[src/apfc_defs.vh]
// Offsets, field positions, reset values and timing counts for the port block
`ifndef APFC_DEFS_VH
`define APFC_DEFS_VH

`define APFC_IDX_FMT      8'h28
`define APFC_IDX_OFS      8'h29
`define APFC_IDX_ROUTE    8'h2a
`define APFC_IDX_PROG     8'h2b
`define APFC_IDX_LOSS     8'h2c
`define APFC_IDX_IGNORE   8'h2d
`define APFC_IDX_STATUS   8'h2e

`define APFC_FMT_MSB      5
`define APFC_FMT_LSB      4
`define APFC_LEN_MSB      1
`define APFC_LEN_LSB      0
`define APFC_PATHL_MSB    5
`define APFC_PATHL_LSB    4
`define APFC_PATHR_MSB    1
`define APFC_PATHR_LSB    0

`define APFC_FMT_RST      2'h0
`define APFC_LEN_RST      2'h2
`define APFC_OFS_RST      8'h00
`define APFC_PATH_RST     2'h1
`define APFC_PROG_RST     5'h01
`define APFC_LOSS_RST     3'h0

`define APFC_FMT_I2S      2'h0
`define APFC_FMT_DSP      2'h1
`define APFC_FMT_RJ       2'h2
`define APFC_FMT_LJ       2'h3

`define APFC_PATH_MUTE    2'h0
`define APFC_PATH_SAME    2'h1
`define APFC_PATH_SWAP    2'h2

`define APFC_CLK_HZ       25000000
`define APFC_SECOND_S     1
`define APFC_SECOND_CYC   (`APFC_SECOND_S * `APFC_CLK_HZ)

`define APFC_RESP_OKAY    2'h0
`define APFC_RESP_SLVERR  2'h2

`endif

[src/apfc_sync.v]
// Two-flop synchroniser for the audio clock pins
`timescale 1ns/1ps
module apfc_sync (
  input  wire clk,
  input  wire rstn,
  input  wire din,
  output wire dout
);
  reg stage1_r;
  reg stage2_r;

  always @(posedge clk or negedge rstn) begin
    if (!rstn) begin
      stage1_r <= 1'b0;
      stage2_r <= 1'b0;
    end else begin
      stage1_r <= din;
      stage2_r <= stage1_r;
    end
  end

  assign dout = stage2_r;
endmodule

[src/apfc_loss_timer.v]
// Missing-clock timer: counts low time of both audio clocks
`timescale 1ns/1ps
`include "apfc_defs.vh"
module apfc_loss_timer #(
  parameter [31:0] SECOND_CYC = `APFC_SECOND_CYC
) (
  input  wire       clk,
  input  wire       rstn,
  input  wire       bitClkS,
  input  wire       frameClkS,
  input  wire [2:0] periodCode,
  output reg        missing_r
);
  reg [31:0] tickCnt_r;
  reg [3:0]  secCnt_r;
  wire       anyHigh;
  wire       tickDone;
  wire [3:0] secTarget;

  assign anyHigh   = bitClkS | frameClkS;
  assign tickDone  = (tickCnt_r == SECOND_CYC - 32'h1);
  assign secTarget = {1'b0, periodCode} + 4'h1;

  // Runs on clk, never on the audio clocks, so it keeps time when they stop
  always @(posedge clk or negedge rstn) begin
    if (!rstn) begin
      tickCnt_r <= 32'h0;
      secCnt_r  <= 4'h0;
      missing_r <= 1'b0;
    end else if (anyHigh) begin
      tickCnt_r <= 32'h0;
      secCnt_r  <= 4'h0;
      missing_r <= 1'b0;
    end else if (!missing_r) begin
      if (tickDone) begin
        tickCnt_r <= 32'h0;
        if (secCnt_r + 4'h1 >= secTarget) begin
          missing_r <= 1'b1;
        end else begin
          secCnt_r <= secCnt_r + 4'h1;
        end
      end else begin
        tickCnt_r <= tickCnt_r + 32'h1;
      end
    end
  end
endmodule

[src/apfc_audio_port.v]
// Serial audio port format, routing and clock-loss supervision, AXI4-Lite
//
// Register access over AXI4-Lite was left to the implementer.
`timescale 1ns/1ps
`include "apfc_defs.vh"
module apfc_audio_port #(
  parameter [31:0] SECOND_CYC = `APFC_SECOND_CYC
) (
  input  wire        clk,
  input  wire        rstn,
  input  wire [31:0] s_axi_awaddr,
  input  wire        s_axi_awvalid,
  output reg         s_axi_awready,
  input  wire [31:0] s_axi_wdata,
  input  wire [3:0]  s_axi_wstrb,
  input  wire        s_axi_wvalid,
  output reg         s_axi_wready,
  output reg  [1:0]  s_axi_bresp,
  output reg         s_axi_bvalid,
  input  wire        s_axi_bready,
  input  wire [31:0] s_axi_araddr,
  input  wire        s_axi_arvalid,
  output reg         s_axi_arready,
  output reg  [31:0] s_axi_rdata,
  output reg  [1:0]  s_axi_rresp,
  output reg         s_axi_rvalid,
  input  wire        s_axi_rready,
  input  wire        bitClk,
  input  wire        frameClk,
  input  wire        serialData,
  output reg  [1:0]  frameFormat_r,
  output reg  [1:0]  sampleWidth_r,
  output reg  [7:0]  sampleBitOffset_r,
  output reg  [31:0] leftPathSample_r,
  output reg  [31:0] rightPathSample_r,
  output reg         sampleStrobe_r,
  output reg  [4:0]  programSelect_r,
  output reg         converterPowerdown_r
);
  // Control registers
  reg  [1:0]  leftPathSource_r;
  reg  [1:0]  rightPathSource_r;
  reg  [2:0]  clockLossPeriod_r;
  reg         ignoreClockLoss_r;

  // Write channel holding
  reg  [7:0]  wrIdx_r;
  reg         awHeld_r;
  reg  [31:0] wData_r;
  reg  [3:0]  wStrb_r;
  reg         wHeld_r;

  // Receiver state
  reg         bitClkPrev_r;
  reg         frameClkPrev_r;
  reg  [8:0]  bitCnt_r;
  reg  [31:0] shift_r;
  reg  [31:0] rxLeft_r;
  reg  [31:0] rxRight_r;
  reg         dataSync1_r;
  reg         dataSync2_r;
  reg         slotLeft_r;
  wire [31:0] shiftNxt;

  wire        bitClkS;
  wire        frameClkS;
  wire        missing;
  wire        bitRise;
  wire        frameEdge;
  wire        frameStart;
  wire        curLeft;
  wire [5:0]  wordBits;
  wire [8:0]  firstBit;
  wire [8:0]  lastBit;
  wire        doWrite;

  // Maps byte address to register index; 0xff marks misaligned addresses or addresses above 0x3ff
  function [7:0] regIndex;
    input [31:0] addr;
    begin
      if (addr[31:10] != 22'h0 || addr[1:0] != 2'h0)
        regIndex = 8'hff;
      else
        regIndex = addr[9:2];
    end
  endfunction

  function isMapped;
    input [7:0] idx;
    begin
      isMapped = (idx >= `APFC_IDX_FMT) && (idx <= `APFC_IDX_STATUS);
    end
  endfunction

  // Converter path steering from a received pair
  function [31:0] routeSample;
    input [1:0]  sel;
    input [31:0] same;
    input [31:0] other;
    begin
      case (sel)
        `APFC_PATH_SAME: routeSample = same;
        `APFC_PATH_SWAP: routeSample = other;
        default:         routeSample = 32'h0;
      endcase
    end
  endfunction

  apfc_sync uSyncBit (
    .clk  (clk),
    .rstn (rstn),
    .din  (bitClk),
    .dout (bitClkS)
  );

  apfc_sync uSyncFrame (
    .clk  (clk),
    .rstn (rstn),
    .din  (frameClk),
    .dout (frameClkS)
  );

  apfc_loss_timer #(
    .SECOND_CYC (SECOND_CYC)
  ) uLossTimer (
    .clk        (clk),
    .rstn       (rstn),
    .bitClkS    (bitClkS),
    .frameClkS  (frameClkS),
    .periodCode (clockLossPeriod_r),
    .missing_r  (missing)
  );

  // AXI4-Lite write path: address and data accepted in either order
  assign doWrite = awHeld_r && wHeld_r && !s_axi_bvalid;

  always @(posedge clk or negedge rstn) begin
    if (!rstn) begin
      s_axi_awready <= 1'b1;
      s_axi_wready  <= 1'b1;
      awHeld_r      <= 1'b0;
      wHeld_r       <= 1'b0;
      wrIdx_r       <= 8'h0;
      wData_r       <= 32'h0;
      wStrb_r       <= 4'h0;
      s_axi_bvalid  <= 1'b0;
      s_axi_bresp   <= `APFC_RESP_OKAY;
    end else begin
      if (s_axi_awvalid && s_axi_awready) begin
        wrIdx_r       <= regIndex(s_axi_awaddr);
        awHeld_r      <= 1'b1;
        s_axi_awready <= 1'b0;
      end
      if (s_axi_wvalid && s_axi_wready) begin
        wData_r      <= s_axi_wdata;
        wStrb_r      <= s_axi_wstrb;
        wHeld_r      <= 1'b1;
        s_axi_wready <= 1'b0;
      end
      if (doWrite) begin
        awHeld_r     <= 1'b0;
        wHeld_r      <= 1'b0;
        s_axi_bvalid <= 1'b1;
        s_axi_bresp  <= isMapped(wrIdx_r) && wrIdx_r != `APFC_IDX_STATUS ?
                        `APFC_RESP_OKAY : `APFC_RESP_SLVERR;
      end
      if (s_axi_bvalid && s_axi_bready) begin
        s_axi_bvalid  <= 1'b0;
        s_axi_awready <= 1'b1;
        s_axi_wready  <= 1'b1;
      end
    end
  end

  // Register file; only byte lane 0 carries the 8-bit registers
  always @(posedge clk or negedge rstn) begin
    if (!rstn) begin
      frameFormat_r     <= `APFC_FMT_RST;
      sampleWidth_r     <= `APFC_LEN_RST;
      sampleBitOffset_r <= `APFC_OFS_RST;
      leftPathSource_r  <= `APFC_PATH_RST;
      rightPathSource_r <= `APFC_PATH_RST;
      programSelect_r   <= `APFC_PROG_RST;
      clockLossPeriod_r <= `APFC_LOSS_RST;
      ignoreClockLoss_r <= 1'b0;
    end else if (doWrite && wStrb_r[0]) begin
      case (wrIdx_r)
        `APFC_IDX_FMT: begin
          frameFormat_r <= wData_r[`APFC_FMT_MSB:`APFC_FMT_LSB];
          sampleWidth_r <= wData_r[`APFC_LEN_MSB:`APFC_LEN_LSB];
        end
        `APFC_IDX_OFS:    sampleBitOffset_r <= wData_r[7:0];
        `APFC_IDX_ROUTE: begin
          leftPathSource_r  <= wData_r[`APFC_PATHL_MSB:`APFC_PATHL_LSB];
          rightPathSource_r <= wData_r[`APFC_PATHR_MSB:`APFC_PATHR_LSB];
        end
        // Reserved program codes are stored as written
        `APFC_IDX_PROG:   programSelect_r <= wData_r[4:0];
        `APFC_IDX_LOSS:   clockLossPeriod_r <= wData_r[2:0];
        `APFC_IDX_IGNORE: ignoreClockLoss_r <= wData_r[0];
        default: begin
        end
      endcase
    end
  end

  // AXI4-Lite read path, one-cycle answer
  always @(posedge clk or negedge rstn) begin
    if (!rstn) begin
      s_axi_arready <= 1'b1;
      s_axi_rvalid  <= 1'b0;
      s_axi_rdata   <= 32'h0;
      s_axi_rresp   <= `APFC_RESP_OKAY;
    end else if (s_axi_arvalid && s_axi_arready) begin
      s_axi_arready <= 1'b0;
      s_axi_rvalid  <= 1'b1;
      s_axi_rresp   <= isMapped(regIndex(s_axi_araddr)) ?
                       `APFC_RESP_OKAY : `APFC_RESP_SLVERR;
      case (regIndex(s_axi_araddr))
        `APFC_IDX_FMT:
          s_axi_rdata <= {26'h0, frameFormat_r, 2'h0, sampleWidth_r};
        `APFC_IDX_OFS:    s_axi_rdata <= {24'h0, sampleBitOffset_r};
        `APFC_IDX_ROUTE:
          s_axi_rdata <= {26'h0, leftPathSource_r, 2'h0, rightPathSource_r};
        `APFC_IDX_PROG:   s_axi_rdata <= {27'h0, programSelect_r};
        `APFC_IDX_LOSS:   s_axi_rdata <= {29'h0, clockLossPeriod_r};
        `APFC_IDX_IGNORE: s_axi_rdata <= {31'h0, ignoreClockLoss_r};
        `APFC_IDX_STATUS:
          s_axi_rdata <= {30'h0, converterPowerdown_r, missing};
        default:          s_axi_rdata <= 32'h0;
      endcase
    end else if (s_axi_rvalid && s_axi_rready) begin
      s_axi_rvalid  <= 1'b0;
      s_axi_arready <= 1'b1;
    end
  end

  // Powerdown follows the missing flag unless ignored
  always @(posedge clk or negedge rstn) begin
    if (!rstn)
      converterPowerdown_r <= 1'b0;
    else
      converterPowerdown_r <= missing && !ignoreClockLoss_r;
  end

  // Receiver framing
  assign wordBits = (sampleWidth_r == 2'h0) ? 6'd16 :
                    (sampleWidth_r == 2'h1) ? 6'd20 :
                    (sampleWidth_r == 2'h2) ? 6'd24 : 6'd32;
  assign bitRise   = bitClkS && !bitClkPrev_r;
  assign frameEdge = frameClkS != frameClkPrev_r;
  // DSP marks a frame by a rising pulse; others by each frame clock edge
  assign frameStart = (frameFormat_r == `APFC_FMT_DSP) ?
                      (frameClkS && !frameClkPrev_r) : frameEdge;
  // I2S carries left while the frame clock is low, DSP always takes left, others when high
  assign curLeft = (frameFormat_r == `APFC_FMT_I2S) ? !frameClkS :
                   (frameFormat_r == `APFC_FMT_DSP) ? 1'b1 : frameClkS;
  // I2S adds its one-bit delay on top of the programmed offset
  assign firstBit = {1'b0, sampleBitOffset_r} +
                    ((frameFormat_r == `APFC_FMT_I2S) ? 9'd1 : 9'd0);
  assign lastBit  = firstBit + {3'h0, wordBits} - 9'd1;
  assign shiftNxt = {shift_r[30:0], dataSync2_r};

  always @(posedge clk or negedge rstn) begin
    if (!rstn) begin
      bitClkPrev_r      <= 1'b0;
      frameClkPrev_r    <= 1'b0;
      dataSync1_r       <= 1'b0;
      dataSync2_r       <= 1'b0;
      bitCnt_r          <= 9'h1ff;
      shift_r           <= 32'h0;
      rxLeft_r          <= 32'h0;
      rxRight_r         <= 32'h0;
      leftPathSample_r  <= 32'h0;
      rightPathSample_r <= 32'h0;
      sampleStrobe_r    <= 1'b0;
      slotLeft_r        <= 1'b0;
    end else begin
      bitClkPrev_r   <= bitClkS;
      dataSync1_r    <= serialData;
      dataSync2_r    <= dataSync1_r;
      sampleStrobe_r <= 1'b0;
      if (bitRise) begin
        // Frame clock taken at bit clock rise; host moves it off that edge
        frameClkPrev_r <= frameClkS;
        if (frameStart) begin
          bitCnt_r   <= 9'h1;
          slotLeft_r <= curLeft;
        end else if (bitCnt_r != 9'h1ff) begin
          bitCnt_r <= bitCnt_r + 9'h1;
        end
        // Old slot count still runs here: an I2S word ends past the edge
        if ((bitCnt_r >= firstBit && bitCnt_r <= lastBit) ||
            (frameStart && firstBit == 9'h0))
          shift_r <= shiftNxt;
        if (bitCnt_r == lastBit) begin
          // Left-aligned word, short words padded with zeros
          if (slotLeft_r)
            rxLeft_r <= shiftNxt << (6'd32 - wordBits);
          else
            rxRight_r <= shiftNxt << (6'd32 - wordBits);
        end
      end
      if (bitRise && frameStart && !curLeft) begin
        leftPathSample_r  <= routeSample(leftPathSource_r,
                                         rxLeft_r, rxRight_r);
        rightPathSample_r <= routeSample(rightPathSource_r,
                                         rxRight_r, rxLeft_r);
        sampleStrobe_r    <= 1'b1;
      end
    end
  end
endmodule

[config.mk]
export PLATFORM = sky130hd
export DESIGN_NAME = apfc_audio_port
export DESIGN_NICKNAME = d
export VERILOG_FILES = /design/src/apfc_sync.v /design/src/apfc_loss_timer.v /design/src/apfc_audio_port.v
export VERILOG_INCLUDE_DIRS = /design/src
export SDC_FILE = /design/constraint.sdc
export NUM_CORES = 1
export LEC_CHECK = 0
export ABC_AREA = 1
export BUFFER_PORTS_ARGS = -buffer_cell sky130_fd_sc_hd__buf_4
export CORE_AREA = 8 8 182 184
export DETAILED_ROUTE_END_ITERATION = 8
export DIE_AREA = 0 0 190 192
export HOLD_SLACK_MARGIN = 0.08
export PLACE_DENSITY = 0.74
export SYNTH_ARGS = -nofsm -noshare
export SYNTH_HDL_FRONTEND = slang
export SYNTH_SLANG_ARGS = --single-unit
[constraint.sdc]
create_clock -name clk -period 3.7 [get_ports clk]
set_clock_uncertainty 0.1 [all_clocks]
set_input_delay 0 -clock clk [delete_from_list [all_inputs] [get_ports clk]]
set_output_delay 0 -clock clk [all_outputs]
set_load 0.02 [all_outputs]
### Yosys cells after proc, flatten, opt, wreduce, memory -nomap -nowiden

Cells that the tools add are included.

| word-level totals | value |
|---|---|
| register bits after elaboration | 301 |
| logic and storage cells | 183 |
| output and inout port bits | 124 |
| input bits | 110 |

| operators by class | value |
|---|---|
| shift operators | 1 |
| muxes and demuxes | 43 |
| bitwise logic cells | 2 |
| add/subtract/negate cells | 8 |
| $lt $le $gt $ge | 7 |
| reductions and logical operators | 54 |
| eq/ne operators | 27 |

Operators by type and width:

| operator | number |
|---|---|
| case mux 32 bit (2 select lines) | 2 |
| == test 8 x 6 -> 1 bit, second input constant | 13 |
| 2-to-1 mux 32 bit | 3 |
| case mux 8 bit (7 select lines) | 1 |
| nonzero test 22 bit | 2 |
| adder 32 x 1 -> 32 bit, second input constant | 1 |
| == test 32 x 25 -> 1 bit, second input constant | 1 |
| << shifter 32 x 6 -> 32 bit | 1 |
| 2-to-1 mux 8 bit | 3 |
| 2-to-1 mux 1 bit | 23 |
| nonzero test 2 bit | 10 |
| logical AND 1 bit | 18 |
| 2-to-1 mux 6 bit | 3 |
| 2-to-1 mux 9 bit | 2 |
| AND reduction 2 bit | 9 |
| greater-or-equal comparator 8 x 6 -> 1 bit, second input constant | 2 |
| less-or-equal comparator 8 x 6 -> 1 bit, second input constant | 2 |
| 2-to-1 mux 4 bit | 4 |
| adder 8 x 1 -> 9 bit | 1 |
| adder 9 x 1 -> 9 bit, second input constant | 1 |
| adder 9 x 6 -> 9 bit | 1 |
| == test 9 bit | 1 |
| greater-or-equal comparator 9 bit | 1 |
| less-or-equal comparator 9 bit | 1 |
| other kinds (20) | 36 |

### Depth between registers and ports, before layout

| logic depth | value |
|---|---|
| depth in word-level cells | 10 |
| gate-level depth with buffers | 29 |
| depth with buffers taken out | 28 |

### Modules after synthesis

Synthesis repeated with hierarchy kept, for this count alone.

| unflattened totals | value |
|---|---|
| cell total of the unflattened synthesis | 1984 |
| area, all modules | 15174.6 µm² |

By module, submodules not included:

| module | seq. area each (µm²) | instances | area each (µm²) | cells an instance |
|---|---|---|---|---|
| apfc_audio_port | 5875.6 | 1 | 12459.4 | 1584 |
| apfc_loss_timer | 925.9 | 1 | 2615.0 | 396 |
| apfc_sync | 50.0 | 2 | 50.0 | 2 |

### Least setup slack after synthesis

No wires, ideal clock.

| timing path | value |
|---|---|
| kind | reg-to-reg |
| start | register sampleWidth_r[1] |
| end | register shift_r[2] |
| buffers on the path | 4 |
| period minus slack after synthesis | 4137 ps |
| arrival | 3920 ps |
| cell stages (with the launch flop) | 28 |
| path slack | -437 ps |
| data required time | 3483 ps |
| library setup time | 117 ps |
| cell sequence | dfstp_2 -> inv_1 -> ha_1 -> clkbuf_1 -> inv_1 -> buf_2 -> buf_2 -> nand2_1 -> ha_1 -> a21oi_1 -> nand2_1 -> a21oi_1 -> o21ai_0 -> a21o_1 -> a21oi_1 -> xor2_1 -> ha_1 -> nand2_1 -> nor2_1 -> nand2_1 -> o211ai_1 -> o21ai_0 -> nand2_1 -> nand2_2 -> nand2_4 -> buf_6 -> nand2_1 -> nand2_1 |

| between the ends | value |
|---|---|
| word-level cells in the longest chain between the ends | 10 |
| elaborated cells between the ends (all ways) | 12 |
| classes of those cells | add/sub (2); order compare (1); eq/ne (2); mux (3); reduce/logical (4) |

Ends and longest elaborated chain:

| what | RTL line | text |
|---|---|---|
| start, declared | apfc_audio_port.v:32 | `output reg [1:0] sampleWidth_r,` |
| start signal, assigned | apfc_audio_port.v:179 | `` sampleWidth_r <= `APFC_LEN_RST; `` |
| start signal, assigned | apfc_audio_port.v:190 | `` sampleWidth_r <= wData_r[`APFC_LEN_MSB:`APFC_LEN_LSB]; `` |
| == test 2 bit | apfc_audio_port.v:249 | `(sampleWidth_r == 2'h2) ? 6'd24 : 6'd32;` |
| 2-to-1 mux 6 bit | apfc_audio_port.v:249 |  |
| 2-to-1 mux 6 bit | apfc_audio_port.v:248 | `(sampleWidth_r == 2'h1) ? 6'd20 :` |
| 2-to-1 mux 6 bit * | apfc_audio_port.v:247 | `assign wordBits = (sampleWidth_r == 2'h0) ? 6'd16 :` |
| adder 9 x 6 -> 9 bit * | apfc_audio_port.v:261 | `assign lastBit = firstBit + {3'h0, wordBits} - 9'd1;` |
| subtractor 9 x 1 -> 9 bit * | apfc_audio_port.v:261 |  |
| less-or-equal comparator 9 bit * | apfc_audio_port.v:293 | `if ((bitCnt_r >= firstBit && bitCnt_r <= lastBit) \|\|` |
| logical AND 1 bit * | apfc_audio_port.v:293 |  |
| logical OR 1 bit * | apfc_audio_port.v:293 |  |
| AND reduction 2 bit (no source line) * | n/a |  |
| end signal, assigned | apfc_audio_port.v:295 | `shift_r <= shiftNxt;` |
| end, declared | apfc_audio_port.v:57 | `reg [31:0] shift_r;` |

Every way passes the cells marked *; elsewhere a longest branch is shown, timed or not.
A chain may end at the register's enable or synchronous reset.

### Worst setup path after layout

| timing path | value |
|---|---|
| start | register frameFormat_r[1] |
| end | register rxLeft_r[30] |

| between the ends | value |
|---|---|
| word-level cells in the longest chain between the ends | 7 |

Ends and longest elaborated chain:

| what | RTL line | text |
|---|---|---|
| start, declared | apfc_audio_port.v:31 | `output reg [1:0] frameFormat_r,` |
| start signal, assigned | apfc_audio_port.v:178 | `` frameFormat_r <= `APFC_FMT_RST; `` |
| start signal, assigned | apfc_audio_port.v:189 | `` frameFormat_r <= wData_r[`APFC_FMT_MSB:`APFC_FMT_LSB]; `` |
| zero test 2 bit (no source line) | n/a |  |
| 2-to-1 mux 1 bit | apfc_audio_port.v:260 | `` ((frameFormat_r == `APFC_FMT_I2S) ? 9'd1 : 9'd0); `` |
| adder 8 x 1 -> 9 bit | apfc_audio_port.v:259 | `assign firstBit = {1'b0, sampleBitOffset_r} +` |
| adder 9 x 6 -> 9 bit | apfc_audio_port.v:261 |  |
| subtractor 9 x 1 -> 9 bit | apfc_audio_port.v:261 |  |
| == test 9 bit | apfc_audio_port.v:296 | `if (bitCnt_r == lastBit) begin` |
| AND reduction 3 bit (no source line) | n/a |  |
| end signal, assigned | apfc_audio_port.v:299 | `rxLeft_r <= shiftNxt << (6'd32 - wordBits);` |
| end, declared | apfc_audio_port.v:58 | `reg [31:0] rxLeft_r;` |

No other way between the ends.

==> impl_metrics.tcl <==
set metrics [dict create \
    finish.instance_area_sq_mm 0.0199 \
    reg2reg_depth 25 \
    power.static_leakage_uw 0.00888 \
    seq_pwr_share_pct 39.7 \
    violations "negative setup slack" \
    timing.final.ws_setup_ns -0.402 \
    worst_setup_path_end_kind "register" \
    timing_max_transition_violations_final 0 \
    worst_pin_slew_ns 1.21 \
    ant_nets 0 \
    core-area_sq_mm 0.0302 \
    ios 234 \
    maxSlewHeadroom_pct 19.6 \
    fin_cells 2576 \
    most_numerous_cell_types_in_the_synthesized_netlist "370 x nand2_1, 271 x inv_1, 259 x dfrtp_1" \
    maximum_number_of_pins_on_one_net_before_global_route_repair 139 \
    r2r_slack_ns -0.40 \
    wl_final_um 44100 \
    drt-vias-per-instance 5.44 \
    drv.max_cap_violation_count 0 \
    rsz0062_at_grt "true" \
    place_congestion 0.869 \
    timing.final.crit_share_pct 111 \
    h-tree-depth 1 \
    drt_iter0_markers 1148 \
    report.final.setup_viol 95 \
    track_usage_pct 22.7 \
    number_of_port_buffers 180 \
    final_hold_viol_count 0 \
    mappedNetlistArea_sq_mm 0.0148 \
    worst_skew_pair.late_latency_ns 0.57 \
    power-per-cell-area_mw_per_mm2 447 \
    cts_buffer_depth 3 \
    detailedPlacementHpwl_um 27400 \
    rr_startpoint "frameFormat_r[1]" \
    startpoint_types "register" \
    cts_root_buffer "clkbuf_16" \
    num_antenna_cells 0 \
    numPlacedInstances 2424 \
    crit_fanout 8 \
    power.combinational.fraction_pct 26.8 \
    post_syn_instances 1874 \
    yosys.cell_count.top_type "nand2_1" \
    path_clk_slew_ns 0.06 \
    worst_hold_path_type "in -> async" \
    clock_share_of_power_pct 33.5 \
    run_status "finished with violations" \
    synth_enable_flop_cells 0 \
    antenna_found_initial 0 \
    die_width_um 190 \
    yosys_warnings 0 \
    crit_type "reg -> reg" \
    rr_endpoint "rxLeft_r[30]" \
    whs_ns 0.0668 \
    synthArstFlopShare_pct 100 \
    critical_path.slowest_cell "dfrtp_2" \
    vias 14000 \
    p_int_uw 6080 \
    design.die.area_sq_mm 0.0365 \
    global_route_wire_length_before_repair_um 69200 \
    p_sw_share_pct 31.5 \
    final_net_count 2316 \
    average_instance_area_after_synthesis_sq_um 7.90 \
    proportion_of_synthesized_chip_area_in_sequential_cells_pct 46.6 \
    first_global_vias 13900 \
    power.net_switching_uw 2790 \
    ys_ff_latch 275 \
    drcViolationCount 0 \
    synth_top_cells_by_area "dfrtp_1 44%, nand2_1 9.4%, o21ai_0 7.7%" \
    grt_remaining_overflow 0 \
    cell_variety_after_synth 49 \
    clock_tree_from_tritoncts "done" \
    min_period_ns 4.10 \
    firstDrtPassIters 5 \
    syn2layout_area_growth_pct 34.1 \
    arrival_time_worst_endpoint_ns 4.44 \
    critPathMaxStageDelay_ns 0.42 \
    max-vdd-ir-drop_mv 0.380 \
    initial_utilization_pct 49.0 \
    synth_largest_type_area_fraction_pct 43.8 \
    yosys.area.top_type "dfrtp_1" \
    postSynth.topFlopCell "dfrtp_1" \
    chipHeight_um 192 \
    rows 64 \
    cts.sink_count 275 \
    timing.critical_path.required_ns 4.04 \
    timing.fmax_mhz 244 \
    layout-drive-gt1-share_pct 25.0 \
    cts-buffers-inserted 29 \
    placedInstanceArea_sq_mm 0.0167 \
    power_uw 8870 \
    wire_per_inst_um 17.1 \
]
==> power groups by stage <==
stage	Sequential, uW	Combinational, uW	Clock [uW]
detailed placement	3530	1530	0
global route	3540	2570	3150
CTS	3480	2250	3000
floorplan	3510	987	0
global placement	3520	1480	0
finish	3520	2370	2970
==> stage by stage <==
step	setup TNS, ns	setup WS (ns)	util [%]
6_report	-32.97	-0.402	65.8
5_1_grt	-53.46	-0.644	65.8
4_1_cts	-27.34	-0.333	63.3
3_5_place_dp	-32.11	-0.443	55.4
3_3_place_gp	-16.12	-0.293	55.4
2_1_floorplan	-9.01	-0.153	-
==> worst max-delay path, delay by kind of cell, from the launching register on <==
kind	cells	cell delay (ns)
compound gates	5	0.60
flops	1	0.42
buf+inv	4	0.54
simple gates	9	0.91
fa+ha+maj	4	1.01
xor+xnor	3	0.38
==> worst max path at each step <==
stage | to | startpoint
final | rxLeft_r[30] | frameFormat_r[1]
after CTS | shift_r[2] | frameFormat_r[0]
after global placement | shift_r[30] | frameFormat_r[1]
after detailed placement | shift_r[1] | frameFormat_r[1]
after floorplan | shift_r[2] | frameFormat_r[1]
after global routing | shift_r[24] | frameFormat_r[1]
==> placed cells by master (no fill, tap or decap), types with 50 or more instances in the layout <==
cell,instances
inv_1,268
o22ai_1,65
nor2_1,122
o21ai_2,50
o21ai_0,162
nand2_4,58
nand2_1,272
dlygate4sd3_1,61
buf_4,237
nand3_1,155
dfrtp_1,257
==> registers in the layout, indices dropped and copies added (netlist names), 8 cells and up <==
signal	cells
bitCnt_r	9
leftPathSample_r	32
rightPathSample_r	32
rxLeft_r	32
rxRight_r	32
s_axi_rdata	8
sampleBitOffset_r	8
shift_r	31
uLossTimer.tickCnt_r	32
wData_r	8
wrIdx_r	8
==> kinds of logic (layout without fill, tap and decap cells) <==
logic type | Yosys count | after routing | share of synthesized area, %
flip-flops | 275 | 275 | 46.6
AND/OR/NAND/NOR | 747 | 749 | 22.1
other | 1 | 26 | 0.0253
XOR/XNOR | 33 | 33 | 2.05
AO/OA/AOI/OAI | 381 | 381 | 13.9
buffers and inverters | 388 | 667 | 11.1
adder cells (fa/ha/maj) | 48 | 48 | 4.11
multiplexers | 1 | 1 | 0.0676
==> area by class of cell <==
cell class                 count  area (sq um)
multi-input combinational   1238          7290
fill                        2301         10300
timing repair buffer         332          3120
sequential                   275          6900
clock inverter                 7           103
inverter                     282          1060
tap                          396           495
clock buffer                  46           880
==> per-layer routing <==
layer,up-vias,wire (um),GRT usage [%]
li1,6670,-,-
met1,6647,17800,27.7
met2,581,21700,39.3
met3,120,3020,4.32
met4,0,1610,8.69
met5,-,0,0
==> what timing repair did <==
action	in CTS	in global routing
setup endpoints to repair	95	96
endpoints found under the hold margin	169	0
cloned	14	5
hold buffers	62	0
setup buffers	16	6
gates resized for setup	82	207
pin swaps	30	26
Note: power is estimated with default switching activity, not from simulation.
